File: src/rtl/pls_pkg.sv
/*
 * Shared constants and types for the two-port latch block with LED scan.
 * Assumes a 32-bit APB bus on mclk, byte addresses, one register per word.
 */
package pls_pkg;

  // ----------------------------------------------------------------
  // Register byte offsets
  // ----------------------------------------------------------------
  localparam logic [7:0] OFS_P0_DATA = 8'h00;
  localparam logic [7:0] OFS_P1_DATA = 8'h04;
  localparam logic [7:0] OFS_P0_ANA  = 8'h08;
  localparam logic [7:0] OFS_P1_ANA  = 8'h0C;
  localparam logic [7:0] OFS_P0_MODE = 8'h10;
  localparam logic [7:0] OFS_P1_MODE = 8'h14;
  localparam logic [7:0] OFS_P0_DIR  = 8'h18;
  localparam logic [7:0] OFS_P1_DIR  = 8'h1C;
  localparam logic [7:0] OFS_BITOP   = 8'h20;
  localparam logic [7:0] OFS_DISP    = 8'h24;
  localparam logic [7:0] OFS_SCAN    = 8'h28;
  localparam logic [7:0] OFS_PAT0    = 8'h30;

  // ----------------------------------------------------------------
  // Reset values and field positions
  // ----------------------------------------------------------------
  localparam logic [7:0] RST_DIR   = 8'hFF;
  localparam logic [7:0] RST_ZERO  = 8'h00;
  localparam int         BOP_PORT  = 3;
  localparam int         BOP_VAL   = 4;
  localparam int         DISP_EN   = 0;

  // Pins with open-drain capability per port
  localparam logic [7:0] PCH_MASK0 = 8'h3F;
  localparam logic [7:0] NCH_MASK0 = 8'hC0;
  localparam logic [7:0] NCH_MASK1 = 8'h3F;

  // ----------------------------------------------------------------
  // Display geometry; pattern bit set means segment lit
  // ----------------------------------------------------------------
  localparam int         NUM_DIGITS = 6;
  localparam logic [2:0] LAST_DIGIT = 3'h5;
  localparam int         SEG_A  = 0;
  localparam int         SEG_G  = 6;
  localparam int         SEG_DP = 7;
  localparam int         DP_PIN = 6;
  localparam int         G_PIN  = 7;

  typedef struct packed {
    logic [7:0] dout;
    logic [7:0] oe;
  } pls_pad_t;

  typedef enum logic {SCAN_IDLE, SCAN_RUN} pls_scan_t;

endpackage

File: src/rtl/pls_digit_scan.sv
/*
 * Digit sequencer for the multiplexed six-digit display.
 * Assumes the interval event is a one-cycle pulse on mclk.
 */
`timescale 1ns/1ps
module pls_digit_scan import pls_pkg::*; (
  input  wire logic       mclk,     // System clock
  input  wire logic       rst_b,    // Async reset, active low
  input  wire logic       enable,   // Scanning allowed
  input  wire logic       tick,     // Interval event pulse
  output logic [2:0]      digitIdx, // Digit of the current scan step, LAST_DIGIT from the second idle cycle on (reset loads 0)
  output logic            loadNow   // Pulse: load latches
);

  pls_scan_t  state_q, state_d;
  logic [2:0] digit_q, digit_d;
  logic       load_q, load_d;

  always_comb begin
    state_d = state_q;
    digit_d = digit_q;
    load_d  = 1'b0;
    case (state_q)
      SCAN_IDLE: begin
        // Start on the last digit so the first event shows digit 0
        digit_d = LAST_DIGIT;
        if (enable) begin
          state_d = SCAN_RUN;
        end
      end
      SCAN_RUN: begin
        if (!enable) begin
          state_d = SCAN_IDLE;
        end else if (tick) begin
          digit_d = (digit_q == LAST_DIGIT) ? 3'h0 : digit_q + 3'h1;
          load_d  = 1'b1;
        end
      end
      default: state_d = SCAN_IDLE;
    endcase
  end

  always_ff @(posedge mclk or negedge rst_b) begin
    if (!rst_b) begin
      state_q <= SCAN_IDLE;
      digit_q <= 3'h0;
      load_q  <= 1'b0;
    end else begin
      state_q <= state_d;
      digit_q <= digit_d;
      load_q  <= load_d;
    end
  end

  assign digitIdx = digit_q;
  assign loadNow  = load_q;
endmodule

File: src/rtl/pls_port_latch.sv
/*
 * Two 8-bit digital ports with APB registers and a six-digit LED scan.
 * Assumes pin inputs are asynchronous and the pads resolve dout/oe.
 */
`timescale 1ns/1ps

module pls_port_latch import pls_pkg::*; (
  input  wire logic        mclk,         // System clock, 20 MHz
  input  wire logic        rst_b,        // Async reset, active low
  input  wire logic        psel,         // APB select
  input  wire logic        penable,      // APB enable
  input  wire logic        pwrite,       // APB write
  input  wire logic [7:0]  paddr,        // APB byte address
  input  wire logic [31:0] pwdata,       // APB write data
  output logic      [31:0] prdata,       // APB read data
  output logic             pready,       // APB ready
  output logic             pslverr,      // APB error, unmapped address
  input  wire logic        intervalTick, // Interval timer event pulse
  input  wire logic [7:0]  port0PinIn,   // Port 0 pin levels
  input  wire logic [7:0]  port1PinIn,   // Port 1 pin levels
  output pls_pad_t         port0Drive,   // Port 0 pad out and enable
  output pls_pad_t         port1Drive    // Port 1 pad out and enable
);

  // ----------------------------------------------------------------
  // Decode helpers
  // ----------------------------------------------------------------
  function automatic logic [7:0] readView(input logic [7:0] latch, pin, dir, ana);
    // Analog pins have no digital input path and read as zero
    readView = ((dir & pin) | (~dir & latch)) & ~ana;
  endfunction

  function automatic pls_pad_t padDrive(input logic [7:0] latch, dir, ana, mode,
                                        input logic [7:0] pch, nch);
    logic [7:0] act;
    act = ~dir & ~ana;
    padDrive.dout = (latch & ~(mode & nch)) | (mode & pch);
    padDrive.oe   = act & ((~mode | ~(pch | nch)) // push-pull
                         | (mode & pch & latch)
                         | (mode & nch & ~latch));
  endfunction

  function automatic logic patHit(input logic [7:0] addr);
    patHit = addr >= OFS_PAT0 && addr < OFS_PAT0 + 8'(4 * NUM_DIGITS) && addr[1:0] == 2'h0;
  endfunction

  function automatic logic [2:0] patIdx(input logic [7:0] addr);
    logic [7:0] off;
    off    = addr - OFS_PAT0;
    patIdx = off[4:2];
  endfunction

  // ----------------------------------------------------------------
  // Pin synchronisers
  // ----------------------------------------------------------------
  logic [1:0][7:0] pinMeta_q;
  logic [1:0][7:0] pinSync_q;

  always_ff @(posedge mclk or negedge rst_b) begin
    if (!rst_b) begin
      pinMeta_q <= '0;
      pinSync_q <= '0;
    end else begin
      pinMeta_q <= {port1PinIn, port0PinIn};
      pinSync_q <= pinMeta_q;
    end
  end

  // ----------------------------------------------------------------
  // Register file
  // ----------------------------------------------------------------
  logic [1:0][7:0] latch_q, latch_d;
  logic [1:0][7:0] ana_q, ana_d;
  logic [1:0][7:0] mode_q, mode_d;
  logic [1:0][7:0] dir_q, dir_d;
  logic [7:0]      pat_q [NUM_DIGITS];
  logic [7:0]      pat_d [NUM_DIGITS];
  logic            dispEn_q, dispEn_d;
  logic            pready_q, pready_d;
  logic            pslverr_q, pslverr_d;
  logic [31:0]     prdata_q, prdata_d;
  logic [1:0][7:0] rdView;
  logic [2:0]      digitIdx;
  logic            scanLoad;
  logic [7:0]      curPat;
  logic            wrEn;
  logic [7:0]      bitTmp;

  assign wrEn   = psel && penable && pready_q && pwrite;
  assign curPat = pat_q[digitIdx];

  for (genvar p = 0; p < 2; p++) begin : g_view
    assign rdView[p] = readView(latch_q[p], pinSync_q[p], dir_q[p], ana_q[p]);
  end

  pls_digit_scan u_scan (
    .mclk     (mclk),
    .rst_b    (rst_b),
    .enable   (dispEn_q),
    .tick     (intervalTick),
    .digitIdx (digitIdx),
    .loadNow  (scanLoad)
  );

  always_comb begin
    latch_d  = latch_q;
    ana_d    = ana_q;
    mode_d   = mode_q;
    dir_d    = dir_q;
    pat_d    = pat_q;
    dispEn_d = dispEn_q;
    bitTmp   = 8'h00;
    if (scanLoad) begin
      // One digit high at a time, lit segments driven low
      latch_d[0][5:0]    = 6'(6'h01 << digitIdx);
      latch_d[0][DP_PIN] = ~curPat[SEG_DP];
      latch_d[0][G_PIN]  = ~curPat[SEG_G];
      for (int k = 0; k < 6; k++) begin
        latch_d[1][k] = ~curPat[5 - k];
      end
    end
    // A software write in the same cycle wins over the scan load
    if (wrEn) begin
      case (paddr)
        OFS_P0_DATA: latch_d[0] = pwdata[7:0];
        OFS_P1_DATA: latch_d[1] = pwdata[7:0];
        OFS_P0_ANA:  ana_d[0]   = pwdata[7:0];
        OFS_P1_ANA:  ana_d[1]   = pwdata[7:0];
        OFS_P0_MODE: mode_d[0]  = pwdata[7:0];
        OFS_P1_MODE: mode_d[1]  = pwdata[7:0];
        OFS_P0_DIR:  dir_d[0]   = pwdata[7:0];
        OFS_P1_DIR:  dir_d[1]   = pwdata[7:0];
        OFS_BITOP: begin
          // Whole-port read, one bit changed, whole-port write back
          bitTmp                    = rdView[pwdata[BOP_PORT]];
          bitTmp[pwdata[2:0]]       = pwdata[BOP_VAL];
          latch_d[pwdata[BOP_PORT]] = bitTmp;
        end
        OFS_DISP: dispEn_d = pwdata[DISP_EN];
        default: begin
          if (patHit(paddr)) begin
            pat_d[patIdx(paddr)] = pwdata[7:0];
          end
        end
      endcase
    end
  end

  always_ff @(posedge mclk or negedge rst_b) begin
    if (!rst_b) begin
      latch_q  <= '0;
      ana_q    <= '0;
      mode_q   <= '0;
      dir_q    <= {RST_DIR, RST_DIR};
      dispEn_q <= 1'b0;
      for (int i = 0; i < NUM_DIGITS; i++) begin
        pat_q[i] <= RST_ZERO;
      end
    end else begin
      latch_q  <= latch_d;
      ana_q    <= ana_d;
      mode_q   <= mode_d;
      dir_q    <= dir_d;
      dispEn_q <= dispEn_d;
      pat_q    <= pat_d;
    end
  end

  // ----------------------------------------------------------------
  // APB answer: read data taken in setup, write and ready in first access cycle
  // ----------------------------------------------------------------
  always_comb begin
    pready_d  = psel && !penable;
    pslverr_d = 1'b0;
    prdata_d  = 32'h0000_0000;
    if (psel && !penable) begin
      case (paddr)
        OFS_P0_DATA: prdata_d[7:0] = rdView[0];
        OFS_P1_DATA: prdata_d[7:0] = rdView[1];
        OFS_P0_ANA:  prdata_d[7:0] = ana_q[0];
        OFS_P1_ANA:  prdata_d[7:0] = ana_q[1];
        OFS_P0_MODE: prdata_d[7:0] = mode_q[0];
        OFS_P1_MODE: prdata_d[7:0] = mode_q[1];
        OFS_P0_DIR:  prdata_d[7:0] = dir_q[0];
        OFS_P1_DIR:  prdata_d[7:0] = dir_q[1];
        OFS_BITOP:   prdata_d      = 32'h0000_0000;
        OFS_DISP:    prdata_d[DISP_EN] = dispEn_q;
        OFS_SCAN:    prdata_d[2:0] = digitIdx;
        default: begin
          if (patHit(paddr)) begin
            prdata_d[7:0] = pat_q[patIdx(paddr)];
          end else begin
            pslverr_d = 1'b1;
          end
        end
      endcase
    end
  end

  always_ff @(posedge mclk or negedge rst_b) begin
    if (!rst_b) begin
      pready_q  <= 1'b0;
      pslverr_q <= 1'b0;
      prdata_q  <= 32'h0000_0000;
    end else begin
      pready_q  <= pready_d;
      pslverr_q <= pslverr_d;
      prdata_q  <= prdata_d;
    end
  end

  assign pready  = pready_q;
  assign pslverr = pslverr_q;
  assign prdata  = prdata_q;

  // ----------------------------------------------------------------
  // Pad drive, registered so pins never see decode glitches
  // ----------------------------------------------------------------
  pls_pad_t pad0_q, pad0_d, pad1_q, pad1_d;

  always_comb begin
    pad0_d = padDrive(latch_q[0], dir_q[0], ana_q[0], mode_q[0], PCH_MASK0, NCH_MASK0);
    pad1_d = padDrive(latch_q[1], dir_q[1], ana_q[1], mode_q[1], RST_ZERO, NCH_MASK1);
  end

  always_ff @(posedge mclk or negedge rst_b) begin
    if (!rst_b) begin
      pad0_q <= '0;
      pad1_q <= '0;
    end else begin
      pad0_q <= pad0_d;
      pad1_q <= pad1_d;
    end
  end

  assign port0Drive = pad0_q;
  assign port1Drive = pad1_q;

  logic rdP0Acc;
  assign rdP0Acc = psel && penable && pready && !pwrite && paddr == OFS_P0_DATA;
endmodule

File: config.mk
export PLATFORM = sky130hd
export DESIGN_NAME = pls_port_latch
export DESIGN_NICKNAME = d
export VERILOG_FILES = /design/src/rtl/pls_pkg.sv /design/src/rtl/pls_digit_scan.sv /design/src/rtl/pls_port_latch.sv
export SDC_FILE = /design/constraint.sdc
export NUM_CORES = 1
export LEC_CHECK = 0
export BUFFER_PORTS_ARGS = -buffer_cell sky130_fd_sc_hd__buf_2
export CORE_MARGIN = 2
export CORE_UTILIZATION = 40
export DETAILED_ROUTE_END_ITERATION = 10
export HOLD_SLACK_MARGIN = 0.1
export PLACE_DENSITY = 0.59
export SYNTH_ARGS = -nofsm -noshare
export SYNTH_HDL_FRONTEND = slang
export SYNTH_SLANG_ARGS = --single-unit
export TNS_END_PERCENT = 1
File: constraint.sdc
create_clock -name mclk -period 4.4 [get_ports mclk]
set_clock_uncertainty 0.05 [all_clocks]
set_input_delay 1.1 -clock mclk [delete_from_list [all_inputs] [get_ports mclk]]
set_output_delay 1.1 -clock mclk [all_outputs]
set_load 0.005 [all_outputs]
After elaboration in Yosys (flattened, before gate mapping)

Index checks and enable logic that the tools add are counted.

Flip-flop bits (word level): 192

Eq/ne operators: 13
Magnitude comparators: 9
Reductions and logical operators: 27
Add/subtract/negate cells: 2
Mux-type cells: 37
Bitwise gates (word level): 43
Shift operators: 1

Operators by type and width:

| kind               | number |
|---|---|
| $and 8x8->8        | 13 |
| $mux 8             | 10 |
| $not 8->8          | 8 |
| $bmux 8 s3         | 2 |
| $bwmux 48          | 1 |
| $pmux 5 s9         | 1 |
| $or 8x8->8         | 5 |
| $eq 8x5->1 const B | 4 |
| $pmux 8 s2         | 2 |
| $mux 14            | 2 |
| $demux 8 s3        | 1 |
| $eq 8x6->1 const B | 3 |
| $pmux 2 s10        | 1 |
| $reduce_and 2->1   | 9 |
| $and 6x8->8        | 2 |
| $bwmux 16          | 1 |
| $eq 8x4->1 const B | 2 |
| $pmux 1 s11        | 1 |
| $reduce_or 11->1   | 1 |
| $not 1->1          | 10 |
| $reduce_or 10->1   | 1 |
| $logic_and 1x1->1  | 9 |
| $mux 3             | 3 |
| $bwmux 8           | 1 |
| other kinds (29)   | 39 |

Longest topological paths before layout

Depth after elaboration: 10
Mapped depth: 8
Mapped depth without buffers: 5

Hierarchy

Synthesis repeated with hierarchy kept, for this count alone.

Cell total of the unflattened synthesis: 744
Area total of the unflattened synthesis: 9197.6 um^2

Modules (own cells, without submodules):

| module         | seq. area each (um^2) | times used | cells an instance | area an instance (um^2) |
|---|---|---|---|---|
| pls_port_latch | 4699.5                | 1          | 728               | 9001.1 |
| pls_digit_scan | 125.1                 | 1          | 16                | 196.4 |

Worst setup path before layout

Ideal clock, no wire load.

Path kind: input -> register
From: input port paddr[3]
To: register pat_q[32] (netlist name)
Data arrival time: 3102 ps
Data required time: 4225 ps
Path slack: 1123 ps
Buffers on the path: 1
Stages on the path: 6
Cell sequence: buf_2 -> or4b_1 -> a2111oi_4 -> nand3_2 -> nor3b_4 -> mux2_2

Longest elaborated chain between the ends: 7
Elaborated cells on any way between the ends: 25
Classes of those cells: add/sub: 1; order compare: 4; eq/ne: 9; mux: 3; bitwise: 2; reduce/logical: 6

Ends and longest elaborated chain:

| element                                                        | RTL line              | source |
|---|---|---|
| from (decl)                                                    | pls_port_latch.sv:13  | `input wire logic [7:0] paddr,` |
| $sub 5x5->5                                                    | pls_port_latch.sv:49  | `off = addr - OFS_PAT0;` |
| $not 3->4 (not written as such)                                | pls_port_latch.sv:142 | `pat_d[patIdx(paddr)] = pwdata[7:0];` |
| $ge 4x4->1 (not written as such) or $lt 4x1->1 (tied branches) | pls_port_latch.sv:142 |  |
| $logic_and 1x1->1 (not written as such)                        | pls_port_latch.sv:142 |  |
| $mux 8 (not written as such)                                   | pls_port_latch.sv:142 |  |
| $demux 8 s3                                                    | pls_port_latch.sv:142 |  |
| $bwmux 48                                                      | pls_port_latch.sv:142 |  |
| to (signal assigned)                                           | pls_port_latch.sv:165 | `pat_q <= pat_d;` |
| to (decl)                                                      | pls_port_latch.sv:76  | `logic [7:0] pat_q [NUM_DIGITS];` |

Parallel ways exist; a longest one is shown, timed or not.
A chain may end at the register's enable or synchronous reset.

Worst setup path after layout

From: input port paddr[3]
To: register ana_q[6] (netlist name)

Longest elaborated chain between the ends: 2

Ends and longest elaborated chain:

| element                    | RTL line              | source |
|---|---|---|
| $eq 8x4->1                 | pls_port_latch.sv:124 | `case (paddr)` |
| $reduce_and 2->1 (no line) | -                     |  |
| to (signal assigned)       | pls_port_latch.sv:161 | `ana_q <= ana_d;` |
| to (decl)                  | pls_port_latch.sv:73  | `logic [1:0][7:0] ana_q, ana_d;` |

Every way passes these cells.

==> results.cfg <==
[route]
drt-wirelength-per-cell_um = 22.3
drt_iter0_markers = 731
num_vias = 6460
dr.pass1.iters = 6
via_per_inst = 5.77
drc = 0
wl_mm = 25.0
final_antenna_net_count = 0

[cts]
path_clk_slew_ps = 70
cts_sinks = 192
cts-root-buf = clkbuf_16
cts_buffer_depth = 2
h-tree-depth = 4
cts_tree = done
cts_inserted_buffers = 17
hold_buffers = 0
cts_setup_buffers = 0
cts_resized = 0
clock_latency_ps = 440

[timing]
slew_violations = 0
hold_viol_final = 0
relSlewSlack_pct = 44.2
setup_viol = 0
min_period_ps = 3210
min_period_over_period_pct = 72.8
tightestPinTransition_ps = 837
setup_tns_ps = 0
fmax_mhz = 312
whs_ps = 298
rsz0062_at_grt = no
finalWorstSetupSlack_ps = 1190

[finish]
fillers = 2080
fin_nets = 884
drive_gt1_share_pct = 33.1
area_growth_pct = 13.9

[grt]
grt_pass1_vias = 6415
antenna_found_initial = 2
grt_max_degree = 87
grt-ovfl-total = 0
grt_pass1_wl_mm = 38.9
grt.total_usage_pct = 21.6

[outcome]
outcome = complete, no violations

[synth]
async_reset_ff_share_pct = 100
seq_area_frac_synth_pct = 53.1
ys.warnings.count = 0
synthFlopType = dfrtp_1
syn-cell-area_um2 = 9080
yosys.cell_count.top_type = dfrtp_1
synth-seq-cells = 192
synth_area_leaders = dfrtp_1, mux2_2, dfstp_2
synth_top_area_share_pct = 48.5
netlist_top_cells_count = dfrtp_1, mux2_2, mux2i_1, nand2_1, o21ai_0
ys_types = 63
syn_inst = 749
avgSynthCellArea_um2 = 12.1
yosysTopAreaCell = dfrtp_1
synth_edf_count = 0

[pwr]
power_density_nw_per_um2 = 349
cellLeakagePower_nw = 4.54
ir_drop_mv = 0.204
power.total_w = 0.00362

[placed_design]
port_buffers = 79
dpl.hpwl_mm = 17.0
dpl_worst_slack_ps = 715
gp_congestion = 0.917

[critical_path]
crit_arrival_ps = 3480
critPathKind = input port to register
required_ps = 4670
rrSetupSlack_ps = 1830
path_depth = 6
crit_fanout = 26
rr_worst_depth = 4
path_buf_inv = 2
end_kind = register
worstPathCellList = buf_2 > buf_4 > nand2b_1 > nor3_1 > nand3_1 > mux2_2
crit-reg2reg-capture = latch_q[9]
r2r-start = u_scan.digitIdx[0]
crit_start = paddr[3]
cpMaxStageDelayCell = nand3_1
start_kind = input port
cpLargestDelayFamily = simple AND/OR/NAND/NOR gates
slowest_delay_ps = 590
critPathCapture = ana_q[6]

[die]
start_util_pct = 40.5
dieArea_um2 = 23900
ios = 128
placementRows = 55
die_h_um = 155
fp.dieW_um = 155
core_region_area_um2 = 22400

[min_path]
hold_path_class = register to register

[run]
drv_cap = 0
==> through the flow <==
| stage | instance area, um^2 | std cells | util (%) |
|---|---|---|---|
| 3_3_place_gp | 9730 | 1087 | 43.4 |
| 2_1_floorplan | 9170 | 772 | - |
| 5_1_grt | 10300 | 1120 | 46.1 |
| 4_1_cts | 10300 | 1119 | 46.1 |
| 6_report | 10300 | 1120 | 46.1 |
| 3_5_place_dp | 9730 | 1087 | 43.4 |
==> cell type report <==
type / instances / area [um^2] / area share [%]
Antenna cell: 1 / 2.50 / 0.0242
Clock buffer: 21 / 460 / 4.45
Clock inverter: 11 / 154 / 1.49
Inverter: 13 / 48.8 / 0.472
Multi-Input combinational cell: 500 / 3950 / 38.2
Sequential cell: 192 / 4820 / 46.6
Tap cell: 285 / 357 / 3.45
Timing Repair Buffer: 97 / 552 / 5.33
==> state kept, by name, indices dropped and copies added, names as in the netlist, 3 cells and up <==
| name | flops |
|---|---|
| pinMeta_q | 16 |
| dir_q | 16 |
| port0Drive | 16 |
| pat_q | 48 |
| mode_q | 16 |
| ana_q | 16 |
| u_scan.digitIdx | 3 |
| pinSync_q | 16 |
| latch_q | 16 |
| port1Drive | 16 |
| prdata | 8 |
==> metal layers <==
| metal | track usage [%] | share of wire [%] | wire [um] |
|---|---|---|---|
| met1 | 30.1 | 43 | 10800 |
| met2 | 33.2 | 47 | 11800 |
| met3 | 4.57 | 6.9 | 1720 |
| met4 | 8.86 | 2.9 | 737 |
| met5 | 0 | 0.048 | 12 |
==> placed cells by master (no fill, tap or decap), types with 4 or more instances in the layout <==
cell	synthesis	final
nor4b_1	4	4
a221oi_1	8	8
nand2b_1	6	6
nor2_1	34	34
inv_1	12	12
a211oi_1	16	16
o21ai_0	36	36
and2_1	5	5
a22o_1	4	4
or2_2	10	10
buf_2	5	78
o221ai_1	4	4
and3_1	5	5
clkbuf_16	0	17
dfrtp_1	176	176
mux2_2	98	98
a21oi_1	15	15
nor2b_1	16	16
nor3_1	16	16
o22ai_1	12	12
nand2_1	42	42
mux2i_1	42	42
o31ai_1	5	5
nand3_1	17	17
mux4_2	18	18
a31oi_1	5	5
conb_1	1	24
a22oi_1	14	14
dfstp_2	16	16
mux2_1	4	4
buf_4	24	17
==> cells by family (layout without fill, tap and decap cells) <==
| kind of cell | count (synthesis) | in the layout | share of synthesized area, % |
|---|---|---|---|
| simple gates | 174 | 174 | 10.0 |
| buf+inv | 80 | 142 | 4.37 |
| xor+xnor | 1 | 1 | 0.0964 |
| mux | 162 | 162 | 21.7 |
| flops | 192 | 192 | 53.1 |
| other cells | 1 | 25 | 0.0413 |
| compound gates | 138 | 138 | 10.5 |
| fa+ha+maj | 1 | 1 | 0.138 |
==> power breakdown <==
part	leakage (nW)	total, W	internal [W]	switching (W)
Sequential	2.32	0.00180	0.00179	0.0000113
Combinational	1.92	0.000193	0.0000565	0.000136
Clock	0.300	0.00162	0.000931	0.000690
Total	4.54	0.00362	0.00278	0.000837
==> worst min-delay path by stage <==
| stage | from | endpoint | cells after the start |
|---|---|---|---|
| 2_1_floorplan | pinMeta_q[0] | pinSync_q[0] | 0 |
| 3_3_place_gp | pinMeta_q[2] | pinSync_q[2] | 0 |
| 3_5_place_dp | pinMeta_q[7] | pinSync_q[7] | 0 |
| 4_1_cts | pinMeta_q[7] | pinSync_q[7] | 0 |
| 5_1_grt | pinMeta_q[5] | pinSync_q[5] | 0 |
| 6_report | pinMeta_q[7] | pinSync_q[7] | 0 |
Note: power is estimated with default switching activity, not from simulation.
